**src/include/aocr_pkg.sv**
```systemverilog
`default_nettype none
package aocr_pkg;
   // Register indices; the byte address is four times the index.
   localparam logic [7:0] AOCR_IDX_OUTCFG   = 8'h06;
   localparam logic [7:0] AOCR_IDX_RSVD7    = 8'h07;
   localparam logic [7:0] AOCR_IDX_FAULT    = 8'h08;
   localparam logic [7:0] AOCR_IDX_IRQ_STAT = 8'h10;
   localparam logic [7:0] AOCR_IDX_IRQ_MASK = 8'h11;
   localparam logic [7:0] AOCR_ADDR_OUTCFG   = AOCR_IDX_OUTCFG << 2;
   localparam logic [7:0] AOCR_ADDR_RSVD7    = AOCR_IDX_RSVD7 << 2;
   localparam logic [7:0] AOCR_ADDR_FAULT    = AOCR_IDX_FAULT << 2;
   localparam logic [7:0] AOCR_ADDR_IRQ_STAT = AOCR_IDX_IRQ_STAT << 2;
   localparam logic [7:0] AOCR_ADDR_IRQ_MASK = AOCR_IDX_IRQ_MASK << 2;
   // Values after reset.
   localparam logic [7:0] AOCR_OUTCFG_RST = 8'h51;
   localparam logic [1:0] AOCR_THR_RST    = 2'h0;
   localparam logic [3:0] AOCR_IRQ_RST    = 4'h0;
   // Reserved gain code that a write may not install.
   localparam logic [1:0] AOCR_GAIN_RSVD  = 2'h3;
   // Fault register field positions.
   localparam int AOCR_FLT_THR_LO = 4;
   localparam int AOCR_FLT_CLK    = 3;
   localparam int AOCR_FLT_OVC    = 2;
   localparam int AOCR_FLT_DC     = 1;
   localparam int AOCR_FLT_OT     = 0;
   // Number of synchronised pins.
   localparam int AOCR_NPIN = 6;

   // Output configuration register layout, bit 7 first.
   typedef struct packed {
      logic       pbe;   // Paralleled bridge enable.
      logic [2:0] rate;  // Switching rate select.
      logic [1:0] gain;  // Analog gain code.
      logic       pick;  // Mono channel pick.
      logic       rsvd;  // Reserved, read and write.
   } aocr_cfg_t;

   // Fault flags as seen by software.
   typedef struct packed {
      logic clk;  // Clock fault, follows the input.
      logic ovc;  // Overcurrent, latched.
      logic dc;   // Output offset, latched.
      logic ot;   // Overtemperature, latched.
   } aocr_flt_t;

   // Multiple of the frame sync clock for each rate code.
   function automatic logic [4:0] aocr_rate_mult(input logic [2:0] code);
      unique case (code)
         3'h0: aocr_rate_mult = 5'h06;
         3'h1: aocr_rate_mult = 5'h08;
         3'h2: aocr_rate_mult = 5'h0a;
         3'h3: aocr_rate_mult = 5'h0c;
         3'h4: aocr_rate_mult = 5'h0e;
         3'h5: aocr_rate_mult = 5'h10;
         3'h6: aocr_rate_mult = 5'h14;
         3'h7: aocr_rate_mult = 5'h18;
      endcase
   endfunction
endpackage
`default_nettype wire

```
**src/hw/aocr_top.sv**
```systemverilog
`timescale 1ns/100ps
`default_nettype none
module aocr_top
   import aocr_pkg::*;
(
   input  wire logic        pclk,
   input  wire logic        presetn,
   input  wire logic        psel,
   input  wire logic        penable,
   input  wire logic        pwrite,
   input  wire logic [7:0]  paddr,
   input  wire logic [31:0] pwdata,
   input  wire logic [3:0]  pstrb,
   output logic      [31:0] prdata,
   output logic             pready,
   output logic             pslverr,
   input  wire logic        double_speed,
   input  wire logic        clock_error_pin,
   input  wire logic        overcurrent_pin,
   input  wire logic        dc_offset_pin,
   input  wire logic        overtemp_pin,
   input  wire logic        speaker_shutdown_n,
   input  wire logic        sample_valid,
   input  wire logic [23:0] left_sample,
   input  wire logic [23:0] right_sample,
   output logic             paralleled_bridge_mode,
   output logic      [4:0]  switch_mult,
   output logic      [1:0]  amp_gain_code,
   output logic      [6:0]  ocl_percent,
   output logic      [23:0] ch_a_sample,
   output logic      [23:0] ch_b_sample,
   output logic             amp_run,
   output logic             irq
);
   aocr_cfg_t             cfg_r;        // Output configuration register.
   logic      [1:0]       thr_r;        // Overcurrent limit level.
   aocr_flt_t             flt_r;        // Fault flags.
   logic      [3:0]       stat_r;       // Sticky interrupt status.
   logic      [3:0]       stat_nxt;     // Next interrupt status.
   logic      [3:0]       mask_r;       // Interrupt mask.
   logic      [31:0]      prdata_r;     // Read data caught in setup.
   logic                  bad_r;        // Setup hit no usable register.
   logic [AOCR_NPIN-1:0]  pin_meta_r;   // First synchroniser stage.
   logic [AOCR_NPIN-1:0]  pin_sync_r;   // Second synchroniser stage.
   logic                  sd_prev_r;    // Shutdown level one cycle ago.
   logic [4:0]            mult_r;       // Switching multiple.
   logic [6:0]            pct_r;        // Threshold in percent.
   logic                  run_r;        // Normal operation.
   logic [23:0]           cha_r;        // Channel A sample.
   logic [23:0]           chb_r;        // Channel B sample.
   logic                  setup;        // APB setup cycle.
   logic                  acc;          // APB access completing.
   logic                  wr;           // Write taking effect.
   logic                  sd_toggle;    // Shutdown pin changed.
   aocr_flt_t             flt_in;       // Synchronised fault inputs.
   aocr_flt_t             flt_nxt;      // Next fault flags.
   logic [3:0]            evt;          // Fault events this cycle.
   logic [7:0]            fault_rd;     // Fault register read value.

   // Handshake decode; the slave answers in the first access cycle.
   assign setup   = psel & ~penable;
   assign acc     = psel & penable;
   assign wr      = acc & pwrite & ~bad_r & pstrb[0];
   assign pready  = acc;
   assign pslverr = acc & bad_r;
   assign prdata  = prdata_r;

   // Two flip-flops on every pin before logic reads it.
   always_ff @(posedge pclk or negedge presetn) begin
      if (!presetn) begin
         // The shutdown stages start at the pin's idle high level, so no false toggle follows reset.
         pin_meta_r    <= '0;
         pin_meta_r[5] <= 1'b1;
         pin_sync_r    <= '0;
         pin_sync_r[5] <= 1'b1;
      end else begin
         pin_meta_r <= {speaker_shutdown_n, double_speed, clock_error_pin,
                        overcurrent_pin, dc_offset_pin, overtemp_pin};
         pin_sync_r <= pin_meta_r;
      end
   end
   assign flt_in    = pin_sync_r[3:0];
   assign sd_toggle = pin_sync_r[5] ^ sd_prev_r;

   // Fault flags: clock fault follows, the others latch.
   always_comb begin
      flt_nxt.clk = flt_in.clk;
      flt_nxt.ovc = flt_in.ovc | (flt_r.ovc & ~sd_toggle);
      flt_nxt.dc  = flt_in.dc  | (flt_r.dc  & ~sd_toggle);
      flt_nxt.ot  = flt_in.ot  | (flt_r.ot  & ~sd_toggle);
   end
   assign evt = flt_nxt & ~flt_r;

   // Fault flag register and shutdown edge memory.
   always_ff @(posedge pclk or negedge presetn) begin
      if (!presetn) begin
         flt_r     <= '0;
         sd_prev_r <= 1'b1;
      end else begin
         flt_r     <= flt_nxt;
         sd_prev_r <= pin_sync_r[5];
      end
   end

   // Run only with no fault and the shutdown pin released.
   always_ff @(posedge pclk or negedge presetn) begin
      if (!presetn) begin
         run_r <= 1'b0;
      end else begin
         run_r <= ~(|flt_nxt) & pin_sync_r[5];
      end
   end

   // Output configuration register writes.
   always_ff @(posedge pclk or negedge presetn) begin
      if (!presetn) begin
         cfg_r <= AOCR_OUTCFG_RST;
      end else if (wr && paddr == AOCR_ADDR_OUTCFG) begin
         cfg_r.pbe  <= pwdata[7];
         cfg_r.rate <= pwdata[6:4];
         cfg_r.pick <= pwdata[1];
         cfg_r.rsvd <= pwdata[0];
         // A reserved gain code leaves the old gain in place.
         if (pwdata[3:2] != AOCR_GAIN_RSVD) begin
            cfg_r.gain <= pwdata[3:2];
         end
      end
   end

   // Overcurrent limit level; only bits 5:4 are writable.
   always_ff @(posedge pclk or negedge presetn) begin
      if (!presetn) begin
         thr_r <= AOCR_THR_RST;
      end else if (wr && paddr == AOCR_ADDR_FAULT) begin
         thr_r <= pwdata[AOCR_FLT_THR_LO+1:AOCR_FLT_THR_LO];
      end
   end

   // Interrupt mask register.
   always_ff @(posedge pclk or negedge presetn) begin
      if (!presetn) begin
         mask_r <= AOCR_IRQ_RST;
      end else if (wr && paddr == AOCR_ADDR_IRQ_MASK) begin
         mask_r <= pwdata[3:0];
      end
   end

   // Status clears on read of the bits returned; a new event wins.
   always_comb begin
      stat_nxt = stat_r;
      if (acc && !pwrite && !bad_r && paddr == AOCR_ADDR_IRQ_STAT) begin
         stat_nxt = stat_r & ~prdata_r[3:0];
      end
      stat_nxt = stat_nxt | evt;
   end

   // Sticky status register and interrupt line.
   always_ff @(posedge pclk or negedge presetn) begin
      if (!presetn) begin
         stat_r <= AOCR_IRQ_RST;
      end else begin
         stat_r <= stat_nxt;
      end
   end
   assign irq = |(stat_r & mask_r);

   // Fault register read layout with reserved bits at zero.
   always_comb begin
      fault_rd = 8'h00;
      fault_rd[AOCR_FLT_THR_LO+1:AOCR_FLT_THR_LO] = thr_r;
      fault_rd[AOCR_FLT_CLK] = flt_r.clk;
      fault_rd[AOCR_FLT_OVC] = flt_r.ovc;
      fault_rd[AOCR_FLT_DC]  = flt_r.dc;
      fault_rd[AOCR_FLT_OT]  = flt_r.ot;
   end

   // Read data and error are caught in the setup cycle.
   always_ff @(posedge pclk or negedge presetn) begin
      if (!presetn) begin
         prdata_r <= '0;
         bad_r    <= 1'b0;
      end else if (setup) begin
         bad_r    <= 1'b0;
         prdata_r <= '0;
         unique case (paddr)
            AOCR_ADDR_OUTCFG:   prdata_r[7:0] <= cfg_r;
            AOCR_ADDR_FAULT:    prdata_r[7:0] <= fault_rd;
            AOCR_ADDR_IRQ_STAT: prdata_r[3:0] <= stat_r;
            AOCR_ADDR_IRQ_MASK: prdata_r[3:0] <= mask_r;
            // Register seven and any other address answer with an error.
            default:            bad_r <= 1'b1;
         endcase
      end
   end

   // Switching multiple, halved in double speed mode.
   always_ff @(posedge pclk or negedge presetn) begin
      if (!presetn) begin
         mult_r <= 5'h10;
      end else if (pin_sync_r[4]) begin
         mult_r <= aocr_rate_mult(cfg_r.rate) >> 1;
      end else begin
         mult_r <= aocr_rate_mult(cfg_r.rate);
      end
   end

   // Overcurrent threshold in percent of nominal.
   always_ff @(posedge pclk or negedge presetn) begin
      if (!presetn) begin
         pct_r <= 7'h64;
      end else begin
         unique case (thr_r)
            2'h0: pct_r <= 7'h64;
            2'h1: pct_r <= 7'h4b;
            2'h2: pct_r <= 7'h32;
            2'h3: pct_r <= 7'h19;
         endcase
      end
   end

   // Sample routing; silence while normal operation is stopped.
   always_ff @(posedge pclk or negedge presetn) begin
      if (!presetn) begin
         cha_r <= '0;
         chb_r <= '0;
      end else if (!run_r) begin
         cha_r <= '0;
         chb_r <= '0;
      end else if (sample_valid) begin
         if (!cfg_r.pbe) begin
            cha_r <= left_sample;
            chb_r <= right_sample;
         end else if (cfg_r.pick) begin
            cha_r <= left_sample;
            chb_r <= left_sample;
         end else begin
            cha_r <= right_sample;
            chb_r <= right_sample;
         end
      end
   end

   assign paralleled_bridge_mode = cfg_r.pbe;
   assign amp_gain_code = cfg_r.gain;
   assign switch_mult   = mult_r;
   assign ocl_percent   = pct_r;
   assign ch_a_sample   = cha_r;
   assign ch_b_sample   = chb_r;
   assign amp_run       = run_r;

   property p_mode;
      @(posedge pclk) disable iff (!presetn)
      (wr && paddr == AOCR_ADDR_OUTCFG) |=> (paralleled_bridge_mode == $past(pwdata[7]));
   endproperty
   a_mode: assert property (p_mode) else $error("mode bit not written");

   property p_rate;
      @(posedge pclk) disable iff (!presetn)
      !pin_sync_r[4] |=> (switch_mult == aocr_rate_mult($past(cfg_r.rate)));
   endproperty
   a_rate: assert property (p_rate) else $error("switching multiple wrong");

   property p_half;
      @(posedge pclk) disable iff (!presetn)
      pin_sync_r[4] |=> ({switch_mult, 1'b0} == {1'b0, aocr_rate_mult($past(cfg_r.rate))});
   endproperty
   a_half: assert property (p_half) else $error("double speed not halved");

   property p_gain;
      @(posedge pclk) disable iff (!presetn)
      (wr && paddr == AOCR_ADDR_OUTCFG) |=>
         (amp_gain_code == (($past(pwdata[3:2]) == AOCR_GAIN_RSVD) ? $past(amp_gain_code) : $past(pwdata[3:2])));
   endproperty
   a_gain: assert property (p_gain) else $error("gain code wrong");

   property p_right;
      @(posedge pclk) disable iff (!presetn)
      (run_r && sample_valid && cfg_r.pbe && !cfg_r.pick) |=>
         (ch_a_sample == $past(right_sample) && ch_b_sample == $past(right_sample));
   endproperty
   a_right: assert property (p_right) else $error("right channel not played");

   property p_left;
      @(posedge pclk) disable iff (!presetn)
      (run_r && sample_valid && cfg_r.pbe && cfg_r.pick) |=> (ch_b_sample == $past(left_sample));
   endproperty
   a_left: assert property (p_left) else $error("left channel not played");

   property p_fault_rd;
      @(posedge pclk) disable iff (!presetn)
      (setup && paddr == AOCR_ADDR_FAULT) |=> (prdata[31:6] == 26'h0 && prdata[3:0] == $past(flt_r));
   endproperty
   a_fault_rd: assert property (p_fault_rd) else $error("fault register layout wrong");

   property p_pct;
      @(posedge pclk) disable iff (!presetn)
      ##1 (ocl_percent == 7'(7'd100 - 7'd25 * {5'h0, $past(thr_r)}));
   endproperty
   a_pct: assert property (p_pct) else $error("threshold percent wrong");

   property p_clk;
      @(posedge pclk) disable iff (!presetn)
      $fell(pin_sync_r[3]) |=> !flt_r.clk;
   endproperty
   a_clk: assert property (p_clk) else $error("clock fault flag stuck");

   property p_latch;
      @(posedge pclk) disable iff (!presetn)
      (flt_r.ovc && !sd_toggle) |=> (flt_r.ovc && !amp_run);
   endproperty
   a_latch: assert property (p_latch) else $error("overcurrent not latched");
endmodule // aocr_top
`default_nettype wire

```
**config.mk**
```make
export PLATFORM = sky130hd
export DESIGN_NAME = aocr_top
export DESIGN_NICKNAME = d
export VERILOG_FILES = /design/src/include/aocr_pkg.sv /design/src/hw/aocr_top.sv
export SDC_FILE = /design/constraint.sdc
export NUM_CORES = 1
export LEC_CHECK = 0
export BUFFER_PORTS_ARGS = -buffer_cell sky130_fd_sc_hd__buf_4
export CAP_MARGIN = 10
export CORE_UTILIZATION = 49
export CTS_CLUSTER_SIZE = 25
export DETAILED_ROUTE_END_ITERATION = 10
export GPL_TIMING_DRIVEN = 0
export PLACE_DENSITY = 0.91
export SETUP_SLACK_MARGIN = 0.5
export SYNTH_ARGS = -nofsm -noshare
export SYNTH_HDL_FRONTEND = slang
export SYNTH_SLANG_ARGS = --single-unit
```
**constraint.sdc**
```tcl
create_clock -name pclk -period 1.9 [get_ports pclk]
set_input_delay 0.19 -clock pclk [delete_from_list [all_inputs] [get_ports pclk]]
set_output_delay 0.19 -clock pclk [all_outputs]
set_load 0.1 [all_outputs]
```
Word-level counts from Yosys, hierarchy flattened
Memory sizes are Yosys's and may differ from the RTL's.
Cells that the tools add are included.
{"block": "totals", "register_bits": 105, "mem_bits_ro": 64, "elab_cells": 83, "n_memories": 2}
{"memory": "(name not given)", "words": 8, "width": 4, "rd": 1, "rd_clocked_by_memory_dff": 0, "write_ports": 0, "line_no": "aocr_pkg.sv:48", "text": "unique case (code)"}
{"memory": "(name not given)", "words": 8, "width": 4, "rd": 1, "rd_clocked_by_memory_dff": 0, "write_ports": 0, "line_no": "aocr_pkg.sv:48"}
{"block": "op_classes", "eq_ne": 9, "n_mux": 13, "bitwise_logic": 24, "reduce_logical": 13}
{"operator": "24-bit 2-to-1 mux", "n": 7}
{"operator": "7-bit one-hot mux with 4 select lines", "n": 1}
{"operator": "8-bit by 7-bit equality test with 1-bit output, second input constant", "n": 2}
{"operator": "4-bit one-hot mux with 4 select lines", "n": 1}
{"operator": "4-bit AND", "n": 3}
{"operator": "4-bit OR reduction", "n": 3}
{"operator": "1-bit AND", "n": 10}
{"operator": "8-bit by 5-bit equality test with 1-bit output, second input constant", "n": 1}
{"operator": "8-bit by 6-bit equality test with 1-bit output, second input constant", "n": 1}
{"operator": "4-bit inverter", "n": 2}
{"operator": "4-bit one-hot mux with 2 select lines", "n": 1}
{"operator": "1-bit logical AND", "n": 6}
{"operator": "5-bit 2-to-1 mux", "n": 1}
{"operator": "2-bit equality test, second input constant", "n": 2}
{"operator": "4-bit 2-to-1 mux", "n": 1}
{"operator": "2-bit inequality test, second input constant", "n": 2}
{"operator": "1-bit inverter", "n": 4}
{"operator": "4-bit OR", "n": 1}
{"operator": "1-bit OR", "n": 3}
{"operator": "2-bit by 1-bit equality test with 1-bit output, second input constant", "n": 1}
{"operator": "1-bit zero test", "n": 2}
{"operator": "2-bit zero test", "n": 1}
{"operator": "2-bit AND reduction", "n": 1}
{"operator": "1-bit 2-to-1 mux", "n": 1}
{"operator": "1-bit bitwise XOR", "n": 1}

Depth between registers and ports, before layout
Gate-level depths: netlist of run 1.
{"block": "logic_depth", "ltp_word": 7, "ltp_mapped": 7}

Worst setup path before layout of run 1
OpenSTA, ideal clock, no wires.
{"block": "synth_path", "kind": "reg2reg", "start": "reg cfg_r, in the netlist paralleled_bridge_mode", "end": "reg cha_r[10], in the netlist ch_a_sample[10]", "t_arrival_ns": 1.999, "required_ns": 1.778, "slack_ns": -0.221, "path_stages_with_launch": 8, "cell_sequence": "dfrtp_1 -> clkbuf_1 -> nand2b_1 -> buf_2 -> buf_2 -> mux2i_1 -> nand2_1 -> o211a_1"}
{"block": "synth_via", "elab_chain_len": 3}
{"element": "start: declaration", "line_no": "aocr_top.sv:35", "text": "aocr_cfg_t cfg_r;"}
{"element": "24-bit 2-to-1 mux", "line_no": "aocr_top.sv:230", "text": "if (!cfg_r.pbe) begin"}
{"element": "24-bit 2-to-1 mux", "line_no": "aocr_top.sv:229", "text": "end else if (sample_valid) begin"}
{"element": "24-bit 2-to-1 mux", "line_no": "aocr_top.sv:226", "text": "end else if (!run_r) begin"}
{"element": "end signal: assignment", "line_no": "aocr_top.sv:231", "text": "cha_r <= left_sample;"}
{"element": "end signal: assignment", "line_no": "aocr_top.sv:234", "text": "cha_r <= left_sample;"}
{"element": "end signal: assignment", "line_no": "aocr_top.sv:237", "text": "cha_r <= right_sample;"}
{"element": "end: declaration", "line_no": "aocr_top.sv:49", "text": "logic [23:0] cha_r;"}
No other way between the ends. The select of a mux whose other input is x is not followed.
A chain may end at the register's enable or synchronous reset.

Final worst setup path of run 1
{"block": "layout_path", "start": "reg cfg_r, in the netlist paralleled_bridge_mode", "end": "reg cha_r[7], in the netlist ch_a_sample[7]"}
Same word-level chain as after synthesis.

==> flow_summary.yaml, run 1 <==
detailed_routing:
  avgViaCountPerCell: 5.67
  drtPass1Iterations: 5
  wirelength_mm: 14.4
  drt_iter0_drc: 192
  vias: 4490
  ant_nets: 0
  wl_per_cell_um: 18.1
  remaining_drc_errors: 0
hold_path:
  hold_class: "in2async"
setup_path:
  path_delay_family: "flip-flops"
  crit_path_max_fanout: 5
  crit_type: "reg2reg"
  required_ns: 2.16
  slowest_delay_ns: 0.50
  cp-end-kind: "flop"
  path_buf_inv: 3
  critPathLaunchType: "flop"
  cp.arrival_ns: 1.83
  path_cells: "clkbuf_16, nand2b_4, buf_8, buf_12, mux2i_2, nand2_1, o211a_1"
  cpMaxStageDelayCell: "dfrtp_4"
floorplanning:
  dieArea_sq_mm: 0.0106
  die_h_um: 103
  fp.dieW_um: 103
  pin_count: 203
  initial_core_util_pct: 50.9
  rows: 36
  core_sq_mm: 0.00982
clock_tree:
  clockBufferDepth: 2
  clkLatencyLatePin_ns: 0.36
  ctsHtreeMaxLevel: 3
  cts_root_buf: "clkbuf_8"
  cts_tree: "yes"
  cts_inserted_buffers: 9
  clk_pin_slew_ns: 0.10
  cts.sinks: 104
pwr:
  combPwrFrac_pct: 16.4
  clkPwrFrac_pct: 35.6
  p_int_mw: 3.41
  power.total_mw: 4.73
  ir_drop_mv: 0.404
  leakagePower_nw: 4.27
  p_per_area_mw_per_mm2: 670
  power_switching_mw: 1.32
  seqPwrFrac_pct: 48.0
  switching_share_pct: 28.0
synthesis:
  ys_seq_elements: 104
  synth_async_sr_flop_share_pct: 100
  syn_inst: 453
  netlist_area_sq_mm: 0.00500
  synth.distinct_cells: 47
  synth-edff-count: 0
  synth_ff_type: "dfrtp_1"
  synth-seq-area-share_pct: 52.3
  syn_avg_cell_area_sq_um: 11.0
  yosys_warnings: 0
cells_and_area:
  stdcell_count: 792
  final_common_cell: "buf_4"
  nets: 763
  final_cell_mix: "177 x buf_4, 91 x dfrtp_1, 58 x nand2_1, 49 x nand3_1, 48 x o211a_1"
  antenna_cells: 0
  syn_to_final_growth_pct: 41.1
  drive_gt1_share_pct: 40.8
global_routing:
  antenna_found_initial: 0
  grt.total_usage_pct: 26.4
  grt_pass1_wl_mm: 21.3
  grt_pass1_vias: 4367
  grt-ovfl-total: 0
  grt_max_degree: 105
timing:
  fmax_mhz: 639
  slew_violations: 0
  setup-tns-final_ns: 0
  worst_slew_pin_slew_ns: 0.929
  fin_crit_sh_pct: 82.4
  finalCriticalPeriod_ns: 1.57
  slew_headroom_pct: 38.0
  rsz0062_at_grt: "true"
  timing.hold.ws_ns: -0.0724
  setup_ws_ns: 0.334
  clock_skew_ns: 0.00868
  finalSetupViolations: 0
  finalHoldViolCount: 94
flow_run:
  cap_viol_max_count: 0
placement:
  port_buffers: 149
  dpl_worst_slack_ns: 0.189
  place_congestion: 0.905
  placed_cells: 758
  dp_hpwl_mm: 9.74
outcome:
  violations: "hold timing"
  status: "finished with violations"
-- stage by stage --
step	utilization, %	hold slack [ns]	cell area [sq um]
2_1_floorplan	-	-0.106	5160
3_3_place_gp	65.6	0.299	6440
3_5_place_dp	65.6	0.300	6440
4_1_cts	70.8	0.0394	6960
5_1_grt	71.9	0.0150	7060
6_report	71.9	-0.0724	7060
-- cell usage after synthesis, drive strengths merged (4+ instances only) --
library cell  count  area share, %
a221o             6            1.2
a22o              6            1.1
a32oi             4           0.70
and3              4           0.50
buf              35            4.9
clkbuf           23            1.7
dfrtp            94             47
dfstp            10            5.3
ha                5            1.3
inv               8           0.60
mux2             16            3.6
mux2i            25            5.0
nand2            60            4.5
nand3            50            5.1
nor2             14            1.1
o211a            48            9.6
o21ai             4           0.40
-- final cells by class --
cell class / instances / area [sq um]
fillers: 660 / 2760
well taps: 133 / 166
clock buffers: 10 / 138
flip-flops and latches: 104 / 2620
plain buffers: 58 / 429
clock inverters: 6 / 115
multi-input cells: 307 / 2230
repair buffers: 166 / 1330
inverters: 8 / 30.0
-- sequential cells by signal, summed over array words and instances (netlist names), 2 cells and up --
name           cells
amp_gain_code      2
pin_sync_r         6
pin_meta_r         6
ch_a_sample       24
thr_r              2
cfg_r              5
stat_r             4
fault_rd           4
ch_b_sample       24
ocl_percent        6
switch_mult        5
prdata             8
mask_r             4
-- worst paths after layout --
path | start | end | slack, ns | depth (start not counted)
worst max-delay path | paralleled_bridge_mode | ch_a_sample[7] | 0.33 | 7
worst min-delay path | presetn | ch_b_sample[8] | -0.07 | 1
worst max register to register | paralleled_bridge_mode | ch_a_sample[7] | 0.33 | 7
worst min register to register | pin_meta_r[0] | pin_sync_r[0] | 0.36 | 0
max in group asynchronous | presetn | amp_run | 1.25 | 1
min in group pclk | pwdata[7] | paralleled_bridge_mode | 0.05 | 2
-- logic make-up after synthesis --
kind of cell               share of synthesized area, %
muxes                                              8.60
buffers and inverters                              7.23
other                                            0.0750
adders and majority gates                          1.25
xor gates and xnor gates                          0.350
DFF                                                52.3
AOI/OAI and AO/OA                                  14.6
and+or+nand+nor                                    15.7
-- power by group through the flow --
| stage | combinational [mW] | clock, mW | sequential (mW) |
|---|---|---|---|
| 2_1_floorplan | 0.415 | 0 | 2.37 |
| 3_3_place_gp | 0.716 | 0 | 2.31 |
| 3_5_place_dp | 0.730 | 0 | 2.31 |
| 4_1_cts | 0.755 | 1.71 | 2.27 |
| 5_1_grt | 0.820 | 1.81 | 2.28 |
| 6_report | 0.776 | 1.69 | 2.27 |
-- worst reg2reg max path: stages, from the launching register on --
cell and delay, ns:
dfrtp_4 0.50, clkbuf_16 0.16, nand2b_4 0.06, buf_8 0.13, buf_12 0.13, mux2i_2 0.22
nand2_1 0.10, o211a_1 0.16
-- what timing repair did --
action,CTS,global route
gates resized for setup,28,14
cloned,1,1
pin swaps,2,4
hold endpoints to repair,6,0
hold buffers,6,0
setup endpoints to repair,63,67
setup buffers,8,2
-- routing by layer --
| layer | share of wire, % | global-route usage [%] | wire (um) |
|---|---|---|---|
| met3 | 9.1 | 5.97 | 1310 |
| met5 | 0 | 0 | 0 |
| met2 | 52 | 44.5 | 7520 |
| met1 | 36 | 31.8 | 5230 |
| met4 | 2.1 | 13.9 | 301 |
(Power assumes the default switching activity.)
==> run 2: changes to the inputs <==
Settings changed: CORE_UTILIZATION 49 to 44, PLACE_DENSITY 0.91 to 0.87.
Clock period 1.9 ns to 1.39 ns, I/O delays scaled along.
==> run 2 against run 1 <==
Compared with the run above: the run ends with hold timing, setup timing left; routed wire length up 49%; global-route usage rose by 5.8 points; sequential power is 37% higher; combinational power up 68%; largest power group unchanged.
==> flow_summary.yaml, run 2 (synthesis gave the netlist of run 1 again) <==
flow_run:
  cap_viol_max_count: 0
placement:
  dpl_worst_slack_ns: -0.280
  place_congestion: 0.888
  port_buffers: 149
  dp_hpwl_mm: 10.3
outcome:
  violations: "hold timing, setup timing"
  status: "finished with violations"
pwr:
  power_switching_mw: 2.15
  p_int_mw: 4.81
  clkPwrFrac_pct: 36.5
  leakagePower_nw: 4.88
  power.total_mw: 6.96
  p_per_area_mw_per_mm2: 746
  ir_drop_mv: 0.750
  switching_share_pct: 30.9
  seqPwrFrac_pct: 44.8
  combPwrFrac_pct: 18.7
clock_tree:
  cts.sinks: 104
  clockBufferDepth: 2
  ctsHtreeMaxLevel: 3
  ctsHoldBuffers: 6
  cts_tree: "yes"
  cts_root_buf: "clkbuf_16"
  clk_pin_slew_ns: 0.08
  cts_inserted_buffers: 9
  clkLatencyLatePin_ns: 0.36
cells_and_area:
  antenna_cells: 0
  final_common_cell: "buf_4"
  final_cell_mix: "132 x buf_4, 80 x buf_12, 62 x dfrtp_2, 48 x o211a_1, 33 x nand2_1"
  nets: 810
  syn_to_final_growth_pct: 86.6
  drive_gt1_share_pct: 68.0
global_routing:
  grt-ovfl-total: 0
  antenna_found_initial: 0
  grt_max_degree: 105
  grt_pass1_vias: 5140
  grt_pass1_wl_mm: 28.1
  grt.total_usage_pct: 32.2
setup_path:
  crit_type: "reg2reg"
  reg2reg_to: "ch_a_sample[22]"
  crit_path_max_fanout: 5
  critPathLaunchType: "flop"
  cp-end-kind: "flop"
  reg2reg_slack_ns: -0.28
  required_ns: 1.62
  cp.arrival_ns: 1.90
  regToRegStartpoint: "paralleled_bridge_mode"
  r2r_cells: 7
detailed_routing:
  ant_nets: 0
  drtPass1Iterations: 5
  wirelength_mm: 21.4
  remaining_drc_errors: 0
  vias: 5046
  drt_iter0_drc: 361
  avgViaCountPerCell: 5.96
  wl_per_cell_um: 25.3
timing:
  finalCriticalPeriod_ns: 1.67
  slew_headroom_pct: 33.1
  setup_ws_ns: -0.281
  timing.hold.ws_ns: -0.144
  slew_violations: 0
  fin_crit_sh_pct: 120
  rsz0062_at_grt: "true"
  finalHoldViolCount: 94
  worst_slew_pin_slew_ns: 1.00
  finalSetupViolations: 66
  fmax_mhz: 599
  clock_skew_ns: 0.00869
floorplanning:
  initial_core_util_pct: 45.7
  rows: 38
  pin_count: 203
  dieArea_sq_mm: 0.0118
  die_h_um: 109
  fp.dieW_um: 109
  core_sq_mm: 0.0109
hold_path:
  hold_class: "in2async"
==> run 2: changes by cell type in the layout (fill, tap and decap cells not counted), moves of 13 or more <==
cell,before,now
nand2_2,2,16
nand3_2,0,32
nand2_1,58,33
nand3_1,49,8
buf_4,177,132
clkbuf_16,1,14
dfrtp_1,91,27
buf_12,3,80
dfrtp_2,1,62
==> run 2: how the worst max path moves through the flow <==
stage / depth (start not counted) / slack, ns / from / endpoint
6_report: 7 / -0.28 / paralleled_bridge_mode / ch_a_sample[22]
5_1_grt: 7 / -0.29 / paralleled_bridge_mode / ch_a_sample[18]
3_3_place_gp: 5 / -0.28 / paddr[5] / stat_r[0]
2_1_floorplan: 7 / -0.23 / paralleled_bridge_mode / ch_a_sample[10]
3_5_place_dp: 7 / -0.28 / cfg_r[1] / ch_a_sample[12]
4_1_cts: 7 / -0.16 / paralleled_bridge_mode / ch_a_sample[15]
==> run 2: layout make-up <==
cell class              instances  area, sq um
plain buffers                  58          539
fillers                       468         1600
multi-input cells             307         2890
clock buffers                  10          239
inverters                       8         35.0
well taps                     140          175
flip-flops and latches        104         2730
clock inverters                 6         50.0
repair buffers                213         2680
==> run 2: power by group through the flow <==
stage	Combinational, mW	Clock [mW]	Sequential [mW]
global route	1.35	2.68	3.12
CTS	1.14	2.52	3.11
floorplan	0.584	0	3.24
global placement	1.01	0	3.16
detailed placement	1.02	0	3.17
finish	1.30	2.54	3.12
==> run 2: repair_timing <==
item,4_1_cts,5_1_grt
resized for setup,314,103
endpoints found under the setup margin,257,163
pin swaps,27,28
endpoints found under the hold margin,100,16
cloned,5,2
setup buffers,28,24
==> run 2: worst max-delay path: stages, from the launching register on <==
cell       delay, ns
dfrtp_4         0.48
clkbuf_16       0.16
nand2b_4        0.07
buf_12          0.14
buf_12          0.14
mux2i_2         0.22
nand2_1         0.13
o211a_1         0.20
==> run 2: routing by layer <==
layer / part of all wire [%] / routed length (um) / global-route usage [%] / up-vias
met5: 0 / 0 / 0 / -
met4: 5.0 / 1070 / 17.8 / 0
met3: 9.2 / 1970 / 8.19 / 101
met2: 52 / 11100 / 56.9 / 372
met1: 34 / 7240 / 35.3 / 2496
li1: - / - / - / 2077
==> run 2: per-stage QoR <==
step | util, % | instance area (sq um) | instances | TNS, ns
final | 85.4 | 9330 | 846 | -9.55
after global routing | 85.4 | 9330 | 846 | -12.07
after CTS | 79.4 | 8680 | 820 | -4.14
after detailed placement | 61.2 | 6700 | 765 | -14.74
after global placement | 61.2 | 6700 | 765 | -8.69
after floorplan | - | 5400 | 476 | -7.34
